[src/pwm_channel_pkg.sv]
// Constants for one PWM timer channel: register map, fields, reset values
package pwm_channel_pkg;
  localparam int          CNT_W        = 10;
  localparam int          VIEW_W       = 16;
  localparam int          PIN_N        = 8;
  localparam int          DUTY_N       = 4;
  localparam int          DUTY_W       = 11;
  localparam int          OTS_BIT      = 10;
  localparam logic [15:0] CNT_PRESET   = 16'hFC00;
  localparam logic [5:0]  CNT_HIGH     = 6'h3F;

  localparam logic [1:0]  ADDR_CTRL    = 2'h0;
  localparam logic [1:0]  ADDR_OE      = 2'h1;
  localparam logic [1:0]  ADDR_POL     = 2'h2;

  localparam int          IE_BIT       = 5;
  localparam int          FLAG_BIT     = 4;
  localparam int          RUN_BIT      = 3;
  localparam int          CKS_LSB      = 0;
  localparam logic [1:0]  CTRL_FIXED   = 2'h3;
  localparam logic [7:0]  BYTE_ZERO    = 8'h00;

  localparam int          PRE_W        = 4;
  localparam logic [2:0]  CKS_DIV1     = 3'h0;
  localparam logic [2:0]  CKS_DIV2     = 3'h1;
  localparam logic [2:0]  CKS_DIV4     = 3'h2;
  localparam logic [2:0]  CKS_DIV8     = 3'h3;
  localparam logic [3:0]  PRE_MASK2    = 4'h1;
  localparam logic [3:0]  PRE_MASK4    = 4'h3;
  localparam logic [3:0]  PRE_MASK8    = 4'h7;
  localparam logic [3:0]  PRE_MASK16   = 4'hF;
endpackage

[src/pwm_prescaler.sv]
// Counter clock divider producing a one-cycle count tick
`timescale 1ns/100ps
module pwm_prescaler
  import pwm_channel_pkg::*;
(
  input  wire logic       ref_clk_i,
  input  wire logic       rst_n_i,
  input  wire logic       run_i,
  input  wire logic [2:0] clock_select_i,
  output logic            tick_o
);
  logic [PRE_W-1:0] pre_ff;
  logic [PRE_W-1:0] nxt_pre;
  logic [PRE_W-1:0] mask;

  always_comb begin
    case (clock_select_i)
      CKS_DIV1: mask = '0;
      CKS_DIV2: mask = PRE_MASK2;
      CKS_DIV4: mask = PRE_MASK4;
      CKS_DIV8: mask = PRE_MASK8;
      default:  mask = PRE_MASK16;
    endcase
    tick_o  = run_i && ((pre_ff & mask) == mask);
    nxt_pre = run_i ? pre_ff + 1'b1 : '0;
  end

  always_ff @(posedge ref_clk_i) begin
    if (!rst_n_i) begin
      pre_ff <= '0;
    end else begin
      pre_ff <= nxt_pre;
    end
  end
endmodule // pwm_prescaler

[src/pwm_channel.sv]
// One PWM channel: control registers, period counter and eight outputs
`timescale 1ns/100ps
module pwm_channel
  import pwm_channel_pkg::*;
#(
  parameter int PINS = PIN_N
)(
  input  wire logic                  ref_clk_i,
  input  wire logic                  rst_n_i,
  input  wire logic [1:0]            reg_addr_i,
  input  wire logic                  reg_wr_i,
  input  wire logic                  reg_rd_i,
  input  wire logic [7:0]            reg_wdata_i,
  output logic      [7:0]            reg_rdata_o,
  input  wire logic [VIEW_W-1:0]     cycle_register_i,
  input  wire logic [DUTY_N*DUTY_W-1:0] duty_buffer_i,
  input  wire logic                  transfer_ack_i,
  input  wire logic                  transfer_disable_select_i,
  output logic                       match_irq_o,
  output logic                       cycle_match_o,
  output logic      [PINS-1:0]       pwm_o
);
  logic                     ie_ff;
  logic                     nxt_ie;
  logic                     run_ff;
  logic                     nxt_run;
  logic [2:0]               cks_ff;
  logic [2:0]               nxt_cks;
  logic                     flag_ff;
  logic                     nxt_flag;
  logic                     read_seen_ff;
  logic                     nxt_read_seen;
  logic [7:0]               oe_ff;
  logic [7:0]               nxt_oe;
  logic [7:0]               pol_ff;
  logic [7:0]               nxt_pol;
  logic [7:0]               rdata_ff;
  logic [7:0]               nxt_rdata;
  logic [CNT_W-1:0]         cnt_ff;
  logic [CNT_W-1:0]         nxt_cnt;
  logic [DUTY_N*DUTY_W-1:0] duty_ff;
  logic [DUTY_N*DUTY_W-1:0] nxt_duty;
  logic [PINS-1:0]          pin_ff;
  logic [PINS-1:0]          nxt_pin;
  logic                     tick;
  logic                     match;
  logic                     ctrl_wr;
  logic                     ctrl_rd;
  logic                     xfer_clear;
  logic [VIEW_W-1:0]        cnt_view;
  logic [7:0]               ctrl_view;

  pwm_prescaler u_prescaler (
    .ref_clk_i      (ref_clk_i),
    .rst_n_i        (rst_n_i),
    .run_i          (run_ff),
    .clock_select_i (cks_ff),
    .tick_o         (tick)
  );

  // Control register strobes and transfer clear decoded once
  always_comb begin
    ctrl_wr    = reg_wr_i && (reg_addr_i == ADDR_CTRL);
    ctrl_rd    = reg_rd_i && (reg_addr_i == ADDR_CTRL);
    xfer_clear = transfer_ack_i && !transfer_disable_select_i;
  end

  // Counter as seen against the 16-bit cycle register
  always_comb begin
    cnt_view = run_ff ? {CNT_HIGH, cnt_ff} : CNT_PRESET;
    match    = run_ff && tick && (cnt_view == cycle_register_i);
  end

  // Control fields: interrupt enable, run and clock select
  always_comb begin
    nxt_ie  = ie_ff;
    nxt_run = run_ff;
    nxt_cks = cks_ff;
    if (ctrl_wr) begin
      nxt_ie  = reg_wdata_i[IE_BIT];
      nxt_run = reg_wdata_i[RUN_BIT];
      nxt_cks = reg_wdata_i[CKS_LSB +: 3];
    end
  end

  // Control field registers
  always_ff @(posedge ref_clk_i) begin
    if (!rst_n_i) begin
      ie_ff  <= 1'b0;
      run_ff <= 1'b0;
      cks_ff <= '0;
    end else begin
      ie_ff  <= nxt_ie;
      run_ff <= nxt_run;
      cks_ff <= nxt_cks;
    end
  end

  // Match flag and its read-before-clear arm; a match wins over any clear
  always_comb begin
    nxt_flag      = flag_ff;
    nxt_read_seen = read_seen_ff;
    if (ctrl_rd && flag_ff) begin
      nxt_read_seen = 1'b1;
    end
    if (ctrl_wr && !reg_wdata_i[FLAG_BIT] && read_seen_ff) begin
      nxt_flag      = 1'b0;
      nxt_read_seen = 1'b0;
    end
    if (xfer_clear) begin
      nxt_flag      = 1'b0;
      nxt_read_seen = 1'b0;
    end
    if (match) begin
      nxt_flag = 1'b1;
    end
  end

  // Flag registers
  always_ff @(posedge ref_clk_i) begin
    if (!rst_n_i) begin
      flag_ff      <= 1'b0;
      read_seen_ff <= 1'b0;
    end else begin
      flag_ff      <= nxt_flag;
      read_seen_ff <= nxt_read_seen;
    end
  end

  // Output enable and polarity bytes
  always_comb begin
    nxt_oe  = oe_ff;
    nxt_pol = pol_ff;
    if (reg_wr_i && (reg_addr_i == ADDR_OE)) begin
      nxt_oe = reg_wdata_i;
    end
    if (reg_wr_i && (reg_addr_i == ADDR_POL)) begin
      nxt_pol = reg_wdata_i;
    end
  end

  always_ff @(posedge ref_clk_i) begin
    if (!rst_n_i) begin
      oe_ff  <= '0;
      pol_ff <= '0;
    end else begin
      oe_ff  <= nxt_oe;
      pol_ff <= nxt_pol;
    end
  end

  // Read port; the period counter has no address
  always_comb begin
    ctrl_view = {CTRL_FIXED, ie_ff, flag_ff, run_ff, cks_ff};
    nxt_rdata = rdata_ff;
    if (reg_rd_i) begin
      case (reg_addr_i)
        ADDR_CTRL: nxt_rdata = ctrl_view;
        ADDR_OE:   nxt_rdata = oe_ff;
        ADDR_POL:  nxt_rdata = pol_ff;
        default:   nxt_rdata = BYTE_ZERO;
      endcase
    end
  end

  always_ff @(posedge ref_clk_i) begin
    if (!rst_n_i) begin
      rdata_ff <= '0;
    end else begin
      rdata_ff <= nxt_rdata;
    end
  end

  // Period counter and duty transfer on cycle match
  always_comb begin
    nxt_cnt  = cnt_ff;
    nxt_duty = duty_ff;
    if (!run_ff) begin
      nxt_cnt = CNT_PRESET[CNT_W-1:0];
    end else if (match) begin
      nxt_cnt  = '0;
      nxt_duty = duty_buffer_i;
    end else if (tick) begin
      nxt_cnt = cnt_ff + 1'b1;
    end
  end

  always_ff @(posedge ref_clk_i) begin
    if (!rst_n_i) begin
      cnt_ff  <= '0;
      duty_ff <= '0;
    end else begin
      cnt_ff  <= nxt_cnt;
      duty_ff <= nxt_duty;
    end
  end

  // Per-pin waveform: duty buffer k serves pins 2k and 2k+1
  for (genvar i = 0; i < PINS; i++) begin : g_pin
    localparam logic ODD_PIN = 1'(i % 2);
    logic [DUTY_W-1:0] duty_sel;
    logic              active;
    always_comb begin
      duty_sel = nxt_duty[(i/2)*DUTY_W +: DUTY_W];
      active   = run_ff && (nxt_cnt < duty_sel[CNT_W-1:0]) && (duty_sel[OTS_BIT] == ODD_PIN);
    end
    assign nxt_pin[i] = oe_ff[i] ? (active ^ pol_ff[i]) : pol_ff[i];
  end

  // Registered pins
  always_ff @(posedge ref_clk_i) begin
    if (!rst_n_i) begin
      pin_ff <= '0;
    end else begin
      pin_ff <= nxt_pin;
    end
  end

  assign reg_rdata_o   = rdata_ff;
  assign match_irq_o   = flag_ff && ie_ff;
  assign cycle_match_o = match;
  assign pwm_o         = pin_ff;
endmodule // pwm_channel

[config.mk]
export PLATFORM = sky130hd
export DESIGN_NAME = pwm_channel
export DESIGN_NICKNAME = d
export VERILOG_FILES = /design/src/pwm_channel_pkg.sv /design/src/pwm_prescaler.sv /design/src/pwm_channel.sv
export SDC_FILE = /design/constraint.sdc
export NUM_CORES = 1
export LEC_CHECK = 0
export BUFFER_PORTS_ARGS = -buffer_cell sky130_fd_sc_hd__buf_2
export CAP_MARGIN = 25
export CORE_ASPECT_RATIO = 0.8
export CORE_MARGIN = 10
export CORE_UTILIZATION = 53
export CTS_BUF_LIST = sky130_fd_sc_hd__clkbuf_8
export DETAILED_ROUTE_END_ITERATION = 8
export PLACE_DENSITY = 0.91
export RECOVER_POWER = 25
export SETUP_SLACK_MARGIN = 0.15
export SYNTH_ARGS = -nofsm -noshare
export SYNTH_HDL_FRONTEND = slang
export SYNTH_SLANG_ARGS = --single-unit
[constraint.sdc]
create_clock -name ref_clk_i -period 3.4 [get_ports ref_clk_i]
set_clock_uncertainty 0.1 [all_clocks]
set_input_delay 0.51 -clock ref_clk_i [delete_from_list [all_inputs] [get_ports ref_clk_i]]
set_output_delay 0.51 -clock ref_clk_i [all_outputs]
set_load 0.01 [all_outputs]
## Word-level counts from Yosys, hierarchy flattened

Cells that the tools add are included.

- Register bits after elaboration: 97
- Output and inout bits: 18

- Add/subtract/negate cells: 2
- Order comparisons: 4
- Equal/unequal tests: 7
- Mux-type cells: 19
- Bitwise logic cells: 14
- Reductions and logical operators: 31

Operators by type and width:

| kind | number |
|---|---|
| 2-to-1 mux 44 bit | 2 |
| less-than comparator 10 bit | 4 |
| 2-to-1 mux 10 bit | 4 |
| logical AND 1 bit | 24 |
| one-hot mux 8 bit (3 select lines) | 1 |
| equality test 16 bit | 1 |
| one-hot mux 4 bit (4 select lines) | 1 |
| 2-to-1 mux 1 bit | 11 |
| adder 10 x 1 -> 10 bit, second input constant | 1 |
| bitwise XOR 1 bit | 8 |
| equality test 3 x 2 -> 1 bit, second input constant | 2 |
| inverter 1 bit | 5 |
| adder 4 x 1 -> 4 bit, second input constant | 1 |
| bitwise AND 4 bit | 1 |
| equality test 4 bit | 1 |
| equality test 3 x 1 -> 1 bit, second input constant | 1 |
| logical NOT 3 bit | 1 |
| nonzero test 3 bit | 1 |
| OR reduction 3 bit | 1 |
| equality test 2 x 1 -> 1 bit, second input constant | 1 |
| equality test 2 bit, second input constant | 1 |
| logical NOT 1 bit | 2 |
| logical NOT 2 bit | 1 |
| AND reduction 2 bit | 1 |

## Depth between registers and ports, before layout

- Depth after elaboration: 14
- Mapped depth: 18
- Gate-level depth less buffers: 15

## Hierarchy

Synthesis repeated with hierarchy kept, for this count alone.

- Cells, all modules: 550
- Area, all modules: 5298.8 sq um

By module, submodules not included:

| module | instances | cells an instance | area an instance (sq um) |
|---|---|---|---|
| pwm_channel | 1 | 530 | 5123.7 |
| pwm_prescaler | 1 | 20 | 175.2 |

## Worst setup path before layout

No wires, ideal clock.

- Kind: in2reg
- Start point: input port cycle_register_i[9]
- End point: register pin_ff[2] (netlist: pwm_o[2])
- Library setup time: 0.135 ns
- Arrival time: 3.428 ns
- Data required time: 3.165 ns
- Slack: -0.264 ns
- Stages: 15
- Cells stage by stage: xor2_1 o22a_1 a222oi_1 buf_4 nand4_2 buf_6 buf_2 mux2i_1 ha_1 a21o_1 a21o_1 a221oi_1 o2111ai_1 o311ai_0 o41ai_1

- Cells in the longest elaborated chain, start to end: 9
- Elaborated cells between the ends (all ways): 12

Ends and longest elaborated chain:

| what | line | RTL |
|---|---|---|
| start: declaration | pwm_channel.sv:15 | `input wire logic [VIEW_W-1:0] cycle_register_i,` |
| equality test 16 bit (*) | pwm_channel.sv:71 | `match = run_ff && tick && (cnt_view == cycle_register_i);` |
| logical AND 1 bit (*) | pwm_channel.sv:71 |  |
| 2-to-1 mux 10 bit / 2-to-1 mux 44 bit (equally long branches) | pwm_channel.sv:180 | `end else if (match) begin` |
| 2-to-1 mux 10 bit / 2-to-1 mux 44 bit (equally long branches) | pwm_channel.sv:178 | `if (!run_ff) begin` |
| less-than comparator 10 bit | pwm_channel.sv:205 | `active = run_ff && (nxt_cnt < duty_sel[CNT_W-1:0]) && (duty_sel[OTS_BIT] == ODD_PIN);` |
| logical AND 1 bit | pwm_channel.sv:205 |  |
| logical AND 1 bit (*) | pwm_channel.sv:205 |  |
| bitwise XOR 1 bit (*) | pwm_channel.sv:207 | `assign nxt_pin[i] = oe_ff[i] ? (active ^ pol_ff[i]) : pol_ff[i];` |
| 2-to-1 mux 1 bit (*) | pwm_channel.sv:207 |  |
| end signal: assignment | pwm_channel.sv:215 | `pin_ff <= nxt_pin;` |
| end: declaration | pwm_channel.sv:43 | `logic [PINS-1:0] pin_ff;` |

Mark *: on every way between the ends. The rest lies on a longest branch, timed or not.
A chain may end at the register's enable or synchronous reset.

## Worst setup path after layout

- Start point: register run_ff
- End point: register pin_ff[1] (netlist: pwm_o[1])

- Cells in the longest elaborated chain, start to end: 10
- Elaborated cells between the ends (all ways): 15

Ends and longest elaborated chain:

| what | line | RTL |
|---|---|---|
| start: declaration | pwm_channel.sv:25 | `logic run_ff;` |
| start signal: assignment | pwm_channel.sv:94 | `run_ff <= nxt_run;` |
| 2-to-1 mux 10 bit / logical AND 1 bit (equally long branches) | pwm_channel.sv:70, pwm_prescaler.sv:24 |  |
| equality test 16 bit / logical AND 1 bit (equally long branches) | pwm_channel.sv:71 |  |
| logical AND 1 bit | pwm_channel.sv:71 |  |
| 2-to-1 mux 10 bit / 2-to-1 mux 44 bit (equally long branches) | pwm_channel.sv:180 |  |
| 2-to-1 mux 10 bit / 2-to-1 mux 44 bit (equally long branches) | pwm_channel.sv:178 |  |
| less-than comparator 10 bit | pwm_channel.sv:205 |  |
| logical AND 1 bit | pwm_channel.sv:205 |  |
| logical AND 1 bit (*) | pwm_channel.sv:205 |  |
| bitwise XOR 1 bit (*) | pwm_channel.sv:207 |  |
| 2-to-1 mux 1 bit (*) | pwm_channel.sv:207 |  |

Marked as above.

==> results.yml <==
power:
  switching_share_pct: 28.0
  internal-power_mw: 1.52
  total_power_mw: 2.11
  seq_power_share_pct: 55.0
  p_clk_share_pct: 34.7
  power.leakage_nw: 3.30
  combPwrFrac_pct: 10.3
  powerDensity_nw_per_um2: 287
  switchingPower_mw: 0.593
  peakVddDrop_mv: 0.226
timing:
  rsz0062_at_grt: "yes"
  max-slew-margin-rel_pct: 33.8
  timing.final.ws_setup_ps: -516
  fin_crit_sh_pct: 115
  fmax_ghz: 0.255
  hold_violations: 0
  worst_slew_pin_slew_ps: 991
  fin_crit_ps: 3920
  setup_viol: 8
  finalMaxSlewViolations: 0
synthesis:
  yosys.area.top_type_share_pct: 35.5
  yosysTopAreaCell: "dfxtp_1"
  yosysMostFrequentCell: "dfxtp_1"
  syn_nets: 714
  synth_simple_gate_area_share_pct: 23.3
  synth.distinct_cells: 54
  post_synth_mux_area_share_pct: 11.4
  synth.avg_cell_area_um2: 9.12
  synth_top_family_by_area: "simple AND/OR/NAND/NOR gates"
  async_flop_share_pct: 0
  syn-cell-area_um2: 5470
  synth-compound-area-share_pct: 14.5
  synth_area_leaders: "dfxtp_1 (35%), mux2i_1 (11%), ha_1 (8.7%)"
  synth-seq-cells: 97
  yosysSeqAreaShare_pct: 35.5
  synth_edf_count: 0
  synthFlopType: "dfxtp_1"
  netlist_instances: 600
  netlist_top_cells_count: "dfxtp_1 (97), mux2i_1 (61), nor2b_1 (55), nand2_1 (52), ha_1 (38)"
  synth_xor_area_share_pct: 2.56
  synth_fa_ha_area_share_pct: 8.69
  ys.warnings.count: 0
clocking:
  clockBufferDepth: 2
  clk_root_buffer_cell: "clkbuf_8"
  postCtsHoldBufs: 0
  insertion_delay_ps: 390
  cts.sink_count: 97
  cts_tree: "done"
  htreeDepth: 3
  clkTransAtPathRegs_ps: 100
  cts-buffers-inserted: 9
layout:
  fillers: 641
  diodes: 0
  drive_gt1_share_pct: 35.8
  fin_nets: 868
  design_area_um2: 7380
  stdcell_count: 899
  syn_to_final_growth_pct: 34.8
  seq_area_um2: 1940
  final_util_pct: 72.6
  multi_input_area_um2: 3800
setup_path:
  cp_data_required_time_ps: 3600
  r2r_cells: 21
  crit_fanout: 11
  worstSetupEndpoint: "pwm_o[1]"
  startpoint_type: "register"
  startpoint: "run_ff"
  cp_num_buf_inv: 8
  r2r-end: "pwm_o[1]"
  rrSetupSlack_ps: -520
  crit_slowest_cell: "dfxtp_2"
  critPathKind: "reg2reg"
  worstReg2RegStart: "run_ff"
  cp_top_family: "buffers and inverters"
  path_depth: 21
  crit_arrival_ps: 4110
  max_stage_delay_ps: 340
  crit_chain: "buf_12 -> buf_4 -> buf_4 -> buf_6 -> o21ai_2 -> nand2_2 -> a21oi_2 -> buf_4 -> nand4_4 -> buf_12 -> buf_12 -> buf_8 -> mux2i_4 -> ha_2 -> a21o_1 -> a21oi_2 -> nor2_2 -> a211oi_2 -> o21ai_2 -> nor4b_2 -> mux2i_1"
  crit_path_end_kind: "register"
die:
  num_rows: 33
  die_w_um: 134
  ios: 94
  start_util_pct: 53.9
  die_h_um: 111
  coreArea_um2: 10200
  dieArea_um2: 14800
outcome:
  status: "finished, violations left"
  violations: "negative setup slack"
drt:
  wirelength_um: 18600
  wl_per_cell_um: 20.7
  drt.antenna.violating_nets: 0
  drcViolationCount: 0
  first_pass_iters: 5
  vias_per_cell: 6.03
  drt_iter0_drc: 684
  vias: 5417
placed_design:
  dpl_cell_area_um2: 6540
  dp_cells: 867
  port_buffers: 93
  gp_congestion: 0.934
  dpl.hpwl_um: 11700
  post-place-ws_ps: -704
grt:
  grt_start_max_net_pins: 38
  grt_pass1_wl_um: 25600
  grt_overflow: 0
  grt_pass1_vias: 5354
  track_usage_pct: 20.7
  antenna_found_initial: 0
job:
  max_cap_viol_count: 0
hold_path:
  hold_path_class: "in2reg"
## state kept, by name (all words and copies together) (netlist names)
name	flops
flag_ff	1
reg_rdata_o	8
duty_ff	44
cnt_ff	10
ie_ff	1
read_seen_ff	1
run_ff	1
pol_ff	8
cks_ff	3
pwm_o	8
oe_ff	8
u_prescaler.pre_ff	4
## layer usage
metal / up-vias / track usage [%] / wire length, um
li1: 2441 / - / -
met5: - / 0 / 0
met1: 2580 / 23.7 / 7050
met2: 317 / 37.0 / 9230
met4: 0 / 7.46 / 890
met3: 79 / 4.44 / 1400
## per-stage QoR
stage / hold WS (ps) / TNS (ps)
after CTS: 298 / -1450
after floorplan: 336 / -464
after global placement: 344 / -3090
after detailed placement: 364 / -4470
final: 296 / -2630
after global routing: 295 / -3670
## kinds of logic (layout without fill, tap and decap cells)
kind of cell,after synthesis,in the layout
compound gates,105,105
xor+xnor,16,16
fa+ha+maj,38,38
buf+inv,50,209
flops,97,97
mux,62,62
simple gates,232,232
## final cells by class
cell class	count	share of cell area [%]
Sequential cell	97	26.3
Timing Repair Buffer	175	16.4
Inverter	18	0.916
Multi-Input combinational cell	453	51.6
Tap cell	140	2.37
Clock inverter	7	0.729
Clock buffer	9	1.68
## cells in the final DEF (no fill, tap or decap), types with 4 or more instances in the layout
cell / count
ha_1: 26
xnor2_1: 6
mux2i_4: 11
a21o_1: 11
dfxtp_1: 96
mux2i_1: 43
o22a_1: 4
o211ai_1: 9
nor2_2: 5
buf_6: 4
nand2_1: 50
nand4b_1: 4
nor2_1: 29
xor2_1: 10
and4_1: 5
a21oi_1: 9
ha_4: 9
o21ai_0: 11
clkbuf_8: 9
buf_12: 7
and3_1: 6
mux2i_2: 7
nand3_1: 26
o211a_1: 6
nor2b_1: 55
inv_1: 19
and2_1: 5
a21boi_0: 14
nand4_1: 9
o21ai_2: 4
buf_2: 93
buf_4: 68
a21oi_2: 7
nand2b_1: 12
## repair_timing
action / CTS / global route
gates resized for setup: 38 / 56
setup endpoints to repair: 8 / 8
cloned: 0 / 1
setup buffers: 7 / 8
pin swaps: 25 / 31
## power groups by stage
stage | clock network, mW | logic (mW) | registers, mW
after global routing | 0.777 | 0.231 | 1.16
after CTS | 0.721 | 0.198 | 1.16
after detailed placement | 0 | 0.191 | 1.19
final | 0.733 | 0.218 | 1.16
after global placement | 0 | 0.185 | 1.19
after floorplan | 0 | 0.0924 | 1.19
## worst min-delay path by stage
stage / depth (start not counted) / startpoint / endpoint / slack [ps]
detailed placement: 1 / reg_rdata_o[3] / reg_rdata_o[3] / 360
floorplan: 2 / duty_ff[33] / duty_ff[33] / 340
global placement: 2 / duty_ff[33] / duty_ff[33] / 340
CTS: 3 / reg_wdata_i[6] / oe_ff[6] / 300
finish: 3 / reg_wdata_i[6] / oe_ff[6] / 300
global route: 3 / reg_wdata_i[7] / oe_ff[7] / 290
## worst register-to-register path, delay by kind of cell (launching register included)
family	cells	cell delay [ps]
adder cells (fa/ha/maj)	1	180
AND/OR/NAND/NOR	4	630
flip-flops	1	340
multiplexers	2	460
buffers and inverters	8	1190
AO/OA/AOI/OAI	6	950
Power figures use the tool's default switching activity.
